**src/verilog/cprm_defines.svh**
```systemverilog
// Purpose: constants of the cyclic process data mapper
// Assumes: 250 MHz clock
// Notes: times in ns, cycle counts derived where used
`ifndef CPRM_DEFINES_SVH
`define CPRM_DEFINES_SVH
`define CPRM_SLOTS 5
`define CPRM_WORD_W 32
`define CPRM_SUB_W 6
`define CPRM_SUB_TX_BASE 6'h10
`define CPRM_SUB_RX_BASE 6'h16
`define CPRM_SUB_LAST 6'h1f
`define CPRM_MODULE_SHIFT 16
`define CPRM_STATUS_REG 32'h00000023
`define CPRM_TX_DEF0 32'h00000002
`define CPRM_TX_DEF1 32'h0000000a
`define CPRM_TX_DEF2 32'h0000000c
`define CPRM_TX_DEF3 32'h000000a9
`define CPRM_TX_DEF4 32'h00000023
`define CPRM_RX_DEF0 32'h00000002
`define CPRM_RX_DEF1 32'h00000003
`define CPRM_RX_DEF2 32'h00000005
`define CPRM_RX_DEF3 32'h00000007
`define CPRM_RX_DEF4 32'h00000000
`define CPRM_TX_DEF_LEN 3'h5
`define CPRM_RX_DEF_LEN 3'h4
`define CPRM_CLK_NS 4
`define CPRM_BASE_NS 360000
`define CPRM_STEP_NS 35000
`define CPRM_STAT_NS 30000
`endif

```
**src/verilog/cprm_pkg.sv**
```systemverilog
// Purpose: shared types of the cyclic process data mapper
// Assumes: cprm_defines.svh on the include path
// Notes: none
`include "cprm_defines.svh"
package cprm_pkg;
	typedef logic [`CPRM_WORD_W-1:0] cprm_word_t;
	typedef cprm_word_t [`CPRM_SLOTS-1:0] cprm_slots_t;
	typedef logic [2:0] cprm_len_t;
	typedef logic [`CPRM_SUB_W-1:0] cprm_sub_t;
	typedef enum logic [2:0] {
		D_IDLE, D_RX, D_TX_ADDR, D_TX_DATA, D_STAT_ADDR, D_STAT_DATA
	} cprm_dev_state_t;
	typedef enum logic [1:0] {M_IDLE, M_REQ, M_RESP} cprm_mst_state_t;
endpackage

```
**src/verilog/cprm_link_if.sv**
```systemverilog
// Purpose: link between managing node and drive module
// Assumes: one clock, no clocking block
// Notes: words move with valid only, no back-pressure
`timescale 1ns/1ps
interface cprm_link_if;
	import cprm_pkg::*;
	logic soc;
	logic preq_valid;
	cprm_word_t preq_data;
	logic preq_last;
	logic pres_valid;
	cprm_word_t pres_data;
	logic pres_last;
	logic sdo_valid;
	cprm_sub_t sdo_sub;
	cprm_word_t sdo_data;
	logic sdo_save;
	modport dev (
		input soc, preq_valid, preq_data, preq_last, sdo_valid, sdo_sub, sdo_data, sdo_save,
		output pres_valid, pres_data, pres_last
	);
	modport mst (
		output soc, preq_valid, preq_data, preq_last, sdo_valid, sdo_sub, sdo_data, sdo_save,
		input pres_valid, pres_data, pres_last
	);
endinterface

```
**src/verilog/cprm_map_table.sv**
```systemverilog
// Purpose: mapping lists, saved copy and active copy
// Assumes: por_n marks power-up, reset_n every restart
// Notes: edits take effect only after save and restart
`timescale 1ns/1ps
`include "cprm_defines.svh"
module cprm_map_table (
	input wire logic clk,
	input wire logic reset_n,
	input wire logic por_n,
	input wire logic cfg_valid,
	input cprm_pkg::cprm_sub_t cfg_sub,
	input cprm_pkg::cprm_word_t cfg_data,
	input wire logic cfg_save,
	output cprm_pkg::cprm_slots_t tx_map,
	output cprm_pkg::cprm_slots_t rx_map,
	output cprm_pkg::cprm_len_t tx_len,
	output cprm_pkg::cprm_len_t rx_len,
	output logic status_mapped
);
	import cprm_pkg::*;

	localparam cprm_slots_t TX_DEF = {`CPRM_TX_DEF4, `CPRM_TX_DEF3, `CPRM_TX_DEF2,
		`CPRM_TX_DEF1, `CPRM_TX_DEF0};
	localparam cprm_slots_t RX_DEF = {`CPRM_RX_DEF4, `CPRM_RX_DEF3, `CPRM_RX_DEF2,
		`CPRM_RX_DEF1, `CPRM_RX_DEF0};

	cprm_slots_t nv_tx_q, nv_rx_q, stg_tx_q, stg_rx_q;
	logic load_q;

	// Length up to first empty slot
	function automatic cprm_len_t list_len(input cprm_slots_t m);
		cprm_len_t n;
		logic stop;
		n = '0;
		stop = 1'b0;
		for (int i = 0; i < `CPRM_SLOTS; i++) begin
			if (m[i] == '0) begin
				stop = 1'b1;
			end
			if (!stop) begin
				n = n + 3'h1;
			end
		end
		return n;
	endfunction

	function automatic logic has_status(input cprm_slots_t m, input cprm_len_t n);
		logic f;
		f = 1'b0;
		for (int i = 0; i < `CPRM_SLOTS; i++) begin
			if (i < int'(n) && m[i] == `CPRM_STATUS_REG) begin
				f = 1'b1;
			end
		end
		return f;
	endfunction

	////////////////////////////////////////////////////////////////
	// Staged edits, one slot per generate entry
	generate
		for (genvar g = 0; g < `CPRM_SLOTS; g++) begin : g_slot
			always_ff @(posedge clk or negedge reset_n) begin
				if (!reset_n) begin
					stg_tx_q[g] <= TX_DEF[g];
					stg_rx_q[g] <= RX_DEF[g];
				end else if (load_q) begin
					stg_tx_q[g] <= nv_tx_q[g];
					stg_rx_q[g] <= nv_rx_q[g];
				end else if (cfg_valid) begin
					if (cfg_sub == `CPRM_SUB_TX_BASE + cprm_sub_t'(g)) begin
						stg_tx_q[g] <= cfg_data;
					end
					if (cfg_sub == `CPRM_SUB_RX_BASE + cprm_sub_t'(g)) begin
						stg_rx_q[g] <= cfg_data;
					end
				end
			end
		end
	endgenerate

	////////////////////////////////////////////////////////////////
	// Non-volatile copy, survives reset_n
	always_ff @(posedge clk or negedge por_n) begin
		if (!por_n) begin
			nv_tx_q <= TX_DEF;
			nv_rx_q <= RX_DEF;
		end else if (cfg_save && !load_q) begin
			nv_tx_q <= stg_tx_q;
			nv_rx_q <= stg_rx_q;
		end
	end

	////////////////////////////////////////////////////////////////
	// Active mapping, loaded once after restart
	always_ff @(posedge clk or negedge reset_n) begin
		if (!reset_n) begin
			load_q <= 1'b1;
		end else begin
			load_q <= 1'b0;
		end
	end

	always_ff @(posedge clk or negedge reset_n) begin
		if (!reset_n) begin
			tx_map <= TX_DEF;
			rx_map <= RX_DEF;
			tx_len <= `CPRM_TX_DEF_LEN;
			rx_len <= `CPRM_RX_DEF_LEN;
			status_mapped <= 1'b1;
		end else if (load_q) begin
			tx_map <= nv_tx_q;
			rx_map <= nv_rx_q;
			tx_len <= list_len(nv_tx_q);
			rx_len <= list_len(nv_rx_q);
			status_mapped <= has_status(nv_tx_q, list_len(nv_tx_q));
		end
	end
endmodule

```
**src/verilog/cprm_device.sv**
```systemverilog
// Purpose: drive module end of the cyclic process data exchange
// Assumes: register file answers reg_rd_data in the cycle reg_rd_num is shown
// Notes: por_n is power-up, reset_n a restart that applies saved mapping
`timescale 1ns/1ps
`include "cprm_defines.svh"

// Function
// - one receive, one transmit object, five words
// - transmit goes out, receive comes in
// - mapping written through sub-indices sixteen onward
// - new mapping used only after save and restart
// - module register number is sub-index times 65536
// - configurer puts module registers after drive ones
// - zero slot ends the list
// - default transmit list 2,10,12,169,35
// - default receive list 2,3,5,7, empty
// - master reads small-series words as 16 bit; in_word_q keeps all 32 bits
// - master keeps the minimum cycle time
// - acyclic requests void the cycle time guarantee
// - module registers add no cycle time
// - status register always processed internally
// - exchange only after start of cycle
module cprm_device (
	input wire logic clk,
	input wire logic reset_n,
	input wire logic por_n,
	cprm_link_if.dev link,
	output logic reg_wr_valid_q,
	output cprm_pkg::cprm_word_t reg_wr_num_q,
	output logic reg_wr_module_q,
	output logic [15:0] reg_wr_sub_q,
	output cprm_pkg::cprm_word_t reg_wr_data_q,
	output cprm_pkg::cprm_word_t reg_rd_num_q,
	output logic reg_rd_module_q,
	output logic [15:0] reg_rd_sub_q,
	input cprm_pkg::cprm_word_t reg_rd_data,
	output cprm_pkg::cprm_word_t status_word_q,
	output logic status_fresh_q,
	output logic busy_q
);
	import cprm_pkg::*;

	cprm_slots_t tx_map, rx_map;
	cprm_len_t tx_len, rx_len;
	logic status_mapped;
	cprm_dev_state_t state_q;
	cprm_len_t idx_q;
	cprm_word_t tx_num;
	cprm_word_t rx_num;
	logic tx_last;

	////////////////////////////////////////////////////////////////
	// Mapping store
	cprm_map_table u_map (
		.clk(clk),
		.reset_n(reset_n),
		.por_n(por_n),
		.cfg_valid(link.sdo_valid),
		.cfg_sub(link.sdo_sub),
		.cfg_data(link.sdo_data),
		.cfg_save(link.sdo_save),
		.tx_map(tx_map),
		.rx_map(rx_map),
		.tx_len(tx_len),
		.rx_len(rx_len),
		.status_mapped(status_mapped)
	);

	always_comb begin
		tx_num = '0;
		rx_num = '0;
		for (int i = 0; i < `CPRM_SLOTS; i++) begin
			if (idx_q == cprm_len_t'(i)) begin
				tx_num = tx_map[i];
				rx_num = rx_map[i];
			end
		end
	end

	assign tx_last = (tx_len == '0) || (idx_q == tx_len - 3'h1);

	////////////////////////////////////////////////////////////////
	// Cycle sequencer
	always_ff @(posedge clk or negedge reset_n) begin
		if (!reset_n) begin
			state_q <= D_IDLE;
		end else begin
			unique case (state_q)
				D_IDLE: begin
					if (link.soc) begin
						state_q <= D_RX;
					end
				end
				D_RX: begin
					if (link.preq_valid && link.preq_last) begin
						state_q <= D_TX_ADDR;
					end
				end
				D_TX_ADDR: begin
					state_q <= D_TX_DATA;
				end
				D_TX_DATA: begin
					if (!tx_last) begin
						state_q <= D_TX_ADDR;
					end else if (status_mapped) begin
						state_q <= D_IDLE;
					end else begin
						state_q <= D_STAT_ADDR;
					end
				end
				D_STAT_ADDR: begin
					state_q <= D_STAT_DATA;
				end
				D_STAT_DATA: begin
					state_q <= D_IDLE;
				end
			endcase
		end
	end

	always_ff @(posedge clk or negedge reset_n) begin
		if (!reset_n) begin
			idx_q <= '0;
		end else if (state_q == D_IDLE) begin
			idx_q <= '0;
		end else if (state_q == D_RX && link.preq_valid) begin
			idx_q <= link.preq_last ? '0 : ((idx_q == 3'h7) ? idx_q : idx_q + 3'h1);
		end else if (state_q == D_TX_DATA) begin
			idx_q <= idx_q + 3'h1;
		end
	end

	always_ff @(posedge clk or negedge reset_n) begin
		if (!reset_n) begin
			busy_q <= 1'b0;
		end else begin
			busy_q <= (state_q != D_IDLE) || link.soc;
		end
	end

	////////////////////////////////////////////////////////////////
	// Receive object: words to drive or module registers
	always_ff @(posedge clk or negedge reset_n) begin
		if (!reset_n) begin
			reg_wr_valid_q <= 1'b0;
			reg_wr_num_q <= '0;
			reg_wr_module_q <= 1'b0;
			reg_wr_sub_q <= '0;
			reg_wr_data_q <= '0;
		end else begin
			reg_wr_valid_q <= 1'b0;
			if (state_q == D_RX && link.preq_valid && idx_q < rx_len) begin
				reg_wr_valid_q <= 1'b1;
				reg_wr_num_q <= rx_num;
				reg_wr_module_q <= rx_num[`CPRM_WORD_W-1:`CPRM_MODULE_SHIFT] != '0;
				reg_wr_sub_q <= rx_num[`CPRM_WORD_W-1:`CPRM_MODULE_SHIFT];
				reg_wr_data_q <= link.preq_data;
			end
		end
	end

	////////////////////////////////////////////////////////////////
	// Register read address for transmit and status
	always_ff @(posedge clk or negedge reset_n) begin
		if (!reset_n) begin
			reg_rd_num_q <= '0;
			reg_rd_module_q <= 1'b0;
			reg_rd_sub_q <= '0;
		end else if (state_q == D_RX && link.preq_valid && link.preq_last) begin
			reg_rd_num_q <= tx_map[0];
			reg_rd_module_q <= tx_map[0][`CPRM_WORD_W-1:`CPRM_MODULE_SHIFT] != '0;
			reg_rd_sub_q <= tx_map[0][`CPRM_WORD_W-1:`CPRM_MODULE_SHIFT];
		end else if (state_q == D_TX_ADDR) begin
			// Module entries cost one read like any other
			reg_rd_num_q <= tx_num;
			reg_rd_module_q <= tx_num[`CPRM_WORD_W-1:`CPRM_MODULE_SHIFT] != '0;
			reg_rd_sub_q <= tx_num[`CPRM_WORD_W-1:`CPRM_MODULE_SHIFT];
		end else if (state_q == D_STAT_ADDR) begin
			reg_rd_num_q <= `CPRM_STATUS_REG;
			reg_rd_module_q <= 1'b0;
			reg_rd_sub_q <= '0;
		end
	end

	////////////////////////////////////////////////////////////////
	// Transmit object: poll response words
	always_ff @(posedge clk or negedge reset_n) begin
		if (!reset_n) begin
			link.pres_valid <= 1'b0;
			link.pres_data <= '0;
			link.pres_last <= 1'b0;
		end else begin
			link.pres_valid <= 1'b0;
			link.pres_last <= 1'b0;
			if (state_q == D_TX_DATA) begin
				link.pres_valid <= 1'b1;
				link.pres_data <= (tx_len == '0) ? '0 : reg_rd_data;
				link.pres_last <= tx_last;
			end
		end
	end

	////////////////////////////////////////////////////////////////
	// Status word, captured every cycle
	always_ff @(posedge clk or negedge reset_n) begin
		if (!reset_n) begin
			status_word_q <= '0;
			status_fresh_q <= 1'b0;
		end else begin
			status_fresh_q <= 1'b0;
			if (state_q == D_STAT_DATA ||
				(state_q == D_TX_DATA && reg_rd_num_q == `CPRM_STATUS_REG &&
				tx_len != '0)) begin
				status_word_q <= reg_rd_data;
				status_fresh_q <= 1'b1;
			end
		end
	end
endmodule

```
**src/flat_wrapper.sv**
```systemverilog
// flat-port wrapper written by rule: the top's interface ports become plain ports
module cprm_device_flat import cprm_pkg::*;
  (clk, reset_n, por_n, reg_wr_valid_q, reg_wr_num_q, reg_wr_module_q, reg_wr_sub_q, reg_wr_data_q, reg_rd_num_q, reg_rd_module_q, reg_rd_sub_q, reg_rd_data, status_word_q, status_fresh_q, busy_q, link_soc, link_preq_valid, link_preq_data, link_preq_last, link_sdo_valid, link_sdo_sub, link_sdo_data, link_sdo_save, link_pres_valid, link_pres_data, link_pres_last);
  cprm_link_if link_i ();
  input wire logic clk;
  input wire logic reset_n;
  input wire logic por_n;
  output logic reg_wr_valid_q;
  output cprm_pkg::cprm_word_t reg_wr_num_q;
  output logic reg_wr_module_q;
  output logic [15:0] reg_wr_sub_q;
  output cprm_pkg::cprm_word_t reg_wr_data_q;
  output cprm_pkg::cprm_word_t reg_rd_num_q;
  output logic reg_rd_module_q;
  output logic [15:0] reg_rd_sub_q;
  input cprm_pkg::cprm_word_t reg_rd_data;
  output cprm_pkg::cprm_word_t status_word_q;
  output logic status_fresh_q;
  output logic busy_q;
  input wire logic [$bits(link_i.soc)-1:0] link_soc;
  input wire logic [$bits(link_i.preq_valid)-1:0] link_preq_valid;
  input wire logic [$bits(link_i.preq_data)-1:0] link_preq_data;
  input wire logic [$bits(link_i.preq_last)-1:0] link_preq_last;
  input wire logic [$bits(link_i.sdo_valid)-1:0] link_sdo_valid;
  input wire logic [$bits(link_i.sdo_sub)-1:0] link_sdo_sub;
  input wire logic [$bits(link_i.sdo_data)-1:0] link_sdo_data;
  input wire logic [$bits(link_i.sdo_save)-1:0] link_sdo_save;
  output wire logic [$bits(link_i.pres_valid)-1:0] link_pres_valid;
  output wire logic [$bits(link_i.pres_data)-1:0] link_pres_data;
  output wire logic [$bits(link_i.pres_last)-1:0] link_pres_last;
  assign link_i.soc = link_soc;
  assign link_i.preq_valid = link_preq_valid;
  assign link_i.preq_data = link_preq_data;
  assign link_i.preq_last = link_preq_last;
  assign link_i.sdo_valid = link_sdo_valid;
  assign link_i.sdo_sub = link_sdo_sub;
  assign link_i.sdo_data = link_sdo_data;
  assign link_i.sdo_save = link_sdo_save;
  assign link_pres_valid = link_i.pres_valid;
  assign link_pres_data = link_i.pres_data;
  assign link_pres_last = link_i.pres_last;
  cprm_device u_core (.clk(clk), .reset_n(reset_n), .por_n(por_n), .link(link_i), .reg_wr_valid_q(reg_wr_valid_q), .reg_wr_num_q(reg_wr_num_q), .reg_wr_module_q(reg_wr_module_q), .reg_wr_sub_q(reg_wr_sub_q), .reg_wr_data_q(reg_wr_data_q), .reg_rd_num_q(reg_rd_num_q), .reg_rd_module_q(reg_rd_module_q), .reg_rd_sub_q(reg_rd_sub_q), .reg_rd_data(reg_rd_data), .status_word_q(status_word_q), .status_fresh_q(status_fresh_q), .busy_q(busy_q));
endmodule
```
**config.mk**
```make
export PLATFORM = sky130hd
export DESIGN_NAME = cprm_device_flat
export DESIGN_NICKNAME = d
export VERILOG_FILES = /design/src/verilog/cprm_pkg.sv /design/src/verilog/cprm_link_if.sv /design/src/verilog/cprm_map_table.sv /design/src/verilog/cprm_device.sv /design/src/flat_wrapper.sv
export VERILOG_INCLUDE_DIRS = /design/src /design/src/verilog
export SDC_FILE = /design/constraint.sdc
export NUM_CORES = 2
export LEC_CHECK = 0
export ABC_AREA = 1
export BUFFER_PORTS_ARGS = -buffer_cell sky130_fd_sc_hd__buf_4
export CORE_ASPECT_RATIO = 2
export CORE_UTILIZATION = 55
export DETAILED_ROUTE_END_ITERATION = 7
export PLACE_DENSITY = 0.74
export SYNTH_ARGS = -nofsm -noshare
export SYNTH_HDL_FRONTEND = slang
export SYNTH_SLANG_ARGS = --single-unit
```
**constraint.sdc**
```tcl
create_clock -name clk -period 4.85 [get_ports clk]
set_input_delay 0.2425 -clock clk [delete_from_list [all_inputs] [get_ports clk]]
set_output_delay 0.2425 -clock clk [all_outputs]
set_load 0.1 [all_outputs]
```
==> flow_metrics.env <==
export IMPL_status="finished clean"
export IMPL_tightest_slew_ns=1.31
export IMPL_min_from="link_sdo_data[9]"
export IMPL_overflow=0
export IMPL_min_path_type="input pin to flip-flop"
export IMPL_holdWs_ns=0.0501
export IMPL_finalClockSkew_ns=0.0370
export IMPL_core_area_um2=86000
export IMPL_grt_max_degree=176
export IMPL_setup_tns_ns=0
export IMPL_synth_cells=4840
export IMPL_cts_sinks=1141
export IMPL_fin_crit_sh=0.737
export IMPL_cts_buffers=95
export IMPL_hold_violations=0
export IMPL_min_path_cells=3
export IMPL_post_route_drc_count=0
export IMPL_syn_area_um2=47900
export IMPL_hpwl_mm=97.6
export IMPL_row_count=152
export IMPL_crit_type="flip-flop to flip-flop"
export IMPL_rsz0062_at_grt="no"
export IMPL_synth_edf_count=0
export IMPL_reg2reg_depth=12
export IMPL_yosysWarnings=0
export IMPL_r2r_start="u_core.idx_q[0]$_DFFE_PN0P_"
export IMPL_die_area_um2=88300
export IMPL_io_pins=309
export IMPL_grt_use_total=0.342
export IMPL_start_kind="flip-flop"
export IMPL_initial_utilization=0.557
export IMPL_synth_seq_cells=1141
export IMPL_cts_root_buffer="clkbuf_16"
export IMPL_avgSynthCellArea_um2=9.89
export IMPL_worstSetupEndpointType="flip-flop"
export IMPL_num_vias=37300
export IMPL_cts_buffer_depth=3
export IMPL_fin_nets=5208
export IMPL_first_iter_violations=3373
export IMPL_h_tree_depth=3
export IMPL_maxCapViolCount=0
export IMPL_drive_above_1_share=0.182
export IMPL_wl_mm=149
export IMPL_synth_cell_types=51
export IMPL_worstPathMaxFanout=62
export IMPL_grt_pass1_vias=38000
export IMPL_arrival_ns=4.18
export IMPL_clkTransAtPathRegs_ns=0.07
export IMPL_ir_drop_mv=0.578
export IMPL_hold_end="u_core.u_map.stg_tx_q[9]$_DFFE_PN0P_"
export IMPL_final_core_util=0.639
export IMPL_wl_per_cell_um=23.6
export IMPL_port_buffers=308
export IMPL_die_y_um=419
export IMPL_cts_tree="yes"
export IMPL_vias_per_cell=5.90
export IMPL_p_per_area_nw_per_um2=685
export IMPL_ys_async_sr_fraction=1.00
export IMPL_setup_viol=0
export IMPL_finalMaxSlewViolations=0
export IMPL_total_leakage_power_nw=26.2
export IMPL_firstDrtPassIters=6
export IMPL_fin_crit_ns=3.58
export IMPL_grt_pass1_wl_mm=225
export IMPL_synthToLayoutAreaGrowth_pct=14.8
export IMPL_postRouteAntennaNets=0
export IMPL_worstPathRequired_ns=5.45
export IMPL_fp_dieW_um=211
export IMPL_nFillCells=6897
export IMPL_insertion_delay_ns=0.71
export IMPL_yosys_most_used_dff="dfrtp_1"
export IMPL_fmax_mhz=280
export IMPL_yosysSeqAreaShare=0.598
export IMPL_rrSetupSlack_ns=1.27
export IMPL_place_gp_congestion=0.966
export IMPL_max_slew_margin=0.115
export IMPL_antenna_found_initial=1
export IMPL_n_antenna_cell=0
export IMPL_r2r_end="u_core.reg_wr_module_q$_DFFE_PN0P_"
export IMPL_synth_fp_nets=4964
-- state kept, by name, indices dropped and copies added (netlist names), 3 cells and up --
register               cells
u_core.reg_rd_num_q       16
u_core.u_map.nv_tx_q     160
u_core.state_q             3
u_core.link.pres_data     32
u_core.reg_wr_data_q      32
u_core.u_map.nv_rx_q     160
u_core.u_map.rx_len        3
u_core.u_map.tx_len        3
u_core.u_map.rx_map      160
u_core.u_map.stg_rx_q    160
u_core.status_word_q      32
u_core.u_map.tx_map      160
u_core.reg_wr_num_q       16
u_core.idx_q               3
u_core.reg_wr_sub_q       16
u_core.reg_rd_sub_q       16
u_core.u_map.stg_tx_q    160
-- final cells by class --
class,count,area (um^2),area share
Inverter,276,1050,0.0190
Multi-Input combinational cell,3122,16800,0.306
Clock buffer,141,2840,0.0518
Tap cell,1155,1450,0.0263
Clock inverter,34,413,0.00752
Sequential cell,1141,28600,0.521
Timing Repair Buffer,448,3750,0.0683
-- cells in the final DEF, fill, tap and decap left out, types with 3 or more instances in the layout --
master,synthesis,final
a211oi_1,15,15
a21oi_1,93,91
a21oi_4,0,3
a221oi_1,5,5
a221oi_2,11,11
a31oi_1,3,3
buf_12,0,16
buf_4,45,358
bufinv_16,0,8
clkbuf_1,138,20
clkbuf_16,0,98
clkbuf_8,0,23
clkinv_2,0,18
clkinvlp_4,0,5
dfrtp_1,1076,1076
dfstp_2,65,64
dlygate4sd3_1,0,71
ha_1,14,13
inv_1,265,262
inv_2,8,9
mux2_2,285,285
nand2_1,1524,1521
nand2_4,2,5
nand3_1,58,58
nand4_1,27,27
nor2_1,276,271
nor2_2,3,6
nor3_1,18,18
nor4_1,17,17
o211ai_1,345,345
o211ai_2,5,5
o21ai_0,293,293
o21ai_1,36,36
o21ai_2,4,4
o221ai_1,44,44
o22ai_1,17,17
o311ai_0,3,3
or2_2,5,5
-- critical path, cell delays in order (launching register included) --
cell and delay (ns):
dfrtp_1 0.41, inv_1 0.16, ha_1 0.22, nand2_4 0.48, inv_2 0.97, buf_4 0.45
a211oi_1 0.14, o21ai_1 0.21, nand2_1 0.07, nor2_1 0.12, nand3_1 0.08, nor2_1 0.10
nor2_1 0.04
-- worst max path at each step --
stage / from / endpoint / slack, ns
final: u_core.idx_q[0]$_DFFE_PN0P_ / u_core.reg_wr_module_q$_DFFE_PN0P_ / 1.27
after global routing: u_core.idx_q[0]$_DFFE_PN0P_ / u_core.reg_wr_module_q$_DFFE_PN0P_ / 1.16
after CTS: u_core.idx_q[0]$_DFFE_PN0P_ / u_core.reg_wr_module_q$_DFFE_PN0P_ / 1.37
after detailed placement: u_core.idx_q[0]$_DFFE_PN0P_ / u_core.reg_wr_module_q$_DFFE_PN0P_ / 1.38
after global placement: u_core.idx_q[0]$_DFFE_PN0P_ / u_core.reg_wr_module_q$_DFFE_PN0P_ / 1.35
after floorplan: u_core.u_map.nv_rx_q[21]$_DFFE_PN0P_ / u_core.u_map.rx_len[1]$_DFFE_PN0P_ / 2.51
-- cells by family after synthesis --
family                   Yosys count  share of synthesized area
AO/OA/AOI/OAI                    884                      0.120
XOR/XNOR                           2                   0.000366
adder cells (fa/ha/maj)           14                    0.00366
buffers and inverters            577                     0.0530
flip-flops                      1141                      0.598
multiplexers                     285                     0.0671
other                              1                  0.0000783
AND/OR/NAND/NOR                 1936                      0.158
-- where the power goes --
group	internal (mW)	switching [mW]	total, mW
Sequential	12.8	2.31	15.1
Combinational	3.83	10.6	14.5
Clock	4.50	3.60	8.10
Total	21.1	16.5	37.6
-- routing by layer --
layer / wire length, um / up-vias / track usage
met2: 73400 / 1663 / 0.574
li1: - / 16600 / -
met5: 14 / - / 0
met4: 14600 / 2 / 0.299
met1: 51300 / 18500 / 0.374
met3: 9490 / 525 / 0.0548
-- repair_timing --
action,CTS,global route
gates resized for setup,0,0
hold buffers,71,0
setup buffers,0,0
hold endpoints to repair,289,0
-- synthesized netlist by cell type (15+ instances only) --
cell type | n | share of area
o21ai_1 | 36 | 0.0038
nor2_1 | 276 | 0.022
nor4_1 | 17 | 0.0022
a211oi_1 | 15 | 0.0024
buf_1 | 15 | 0.0012
dfstp_2 | 65 | 0.036
buf_4 | 45 | 0.0071
o22ai_1 | 17 | 0.0022
clkbuf_1 | 138 | 0.011
o211ai_1 | 345 | 0.054
nor3_1 | 18 | 0.0019
nand2_1 | 1524 | 0.12
nand4_1 | 27 | 0.0035
o221ai_1 | 44 | 0.0081
dfrtp_1 | 1076 | 0.56
a21oi_1 | 93 | 0.0097
inv_1 | 265 | 0.021
nand3_1 | 58 | 0.0061
mux2_2 | 285 | 0.067
o21ai_0 | 293 | 0.031
buf_2 | 91 | 0.0095
-- metrics by stage --
stage | setup WS (ns) | cell area (um^2) | cells | power [mW]
detailed placement | 1.38 | 51000 | 6070 | 29.4
finish | 1.27 | 54900 | 6317 | 37.6
global route | 1.16 | 54900 | 6317 | 39.2
floorplan | 2.51 | 47900 | 4840 | 25.1
CTS | 1.37 | 54900 | 6316 | 37.5
global placement | 1.35 | 51000 | 6070 | 29.0
Power figures use the tool's default switching activity.
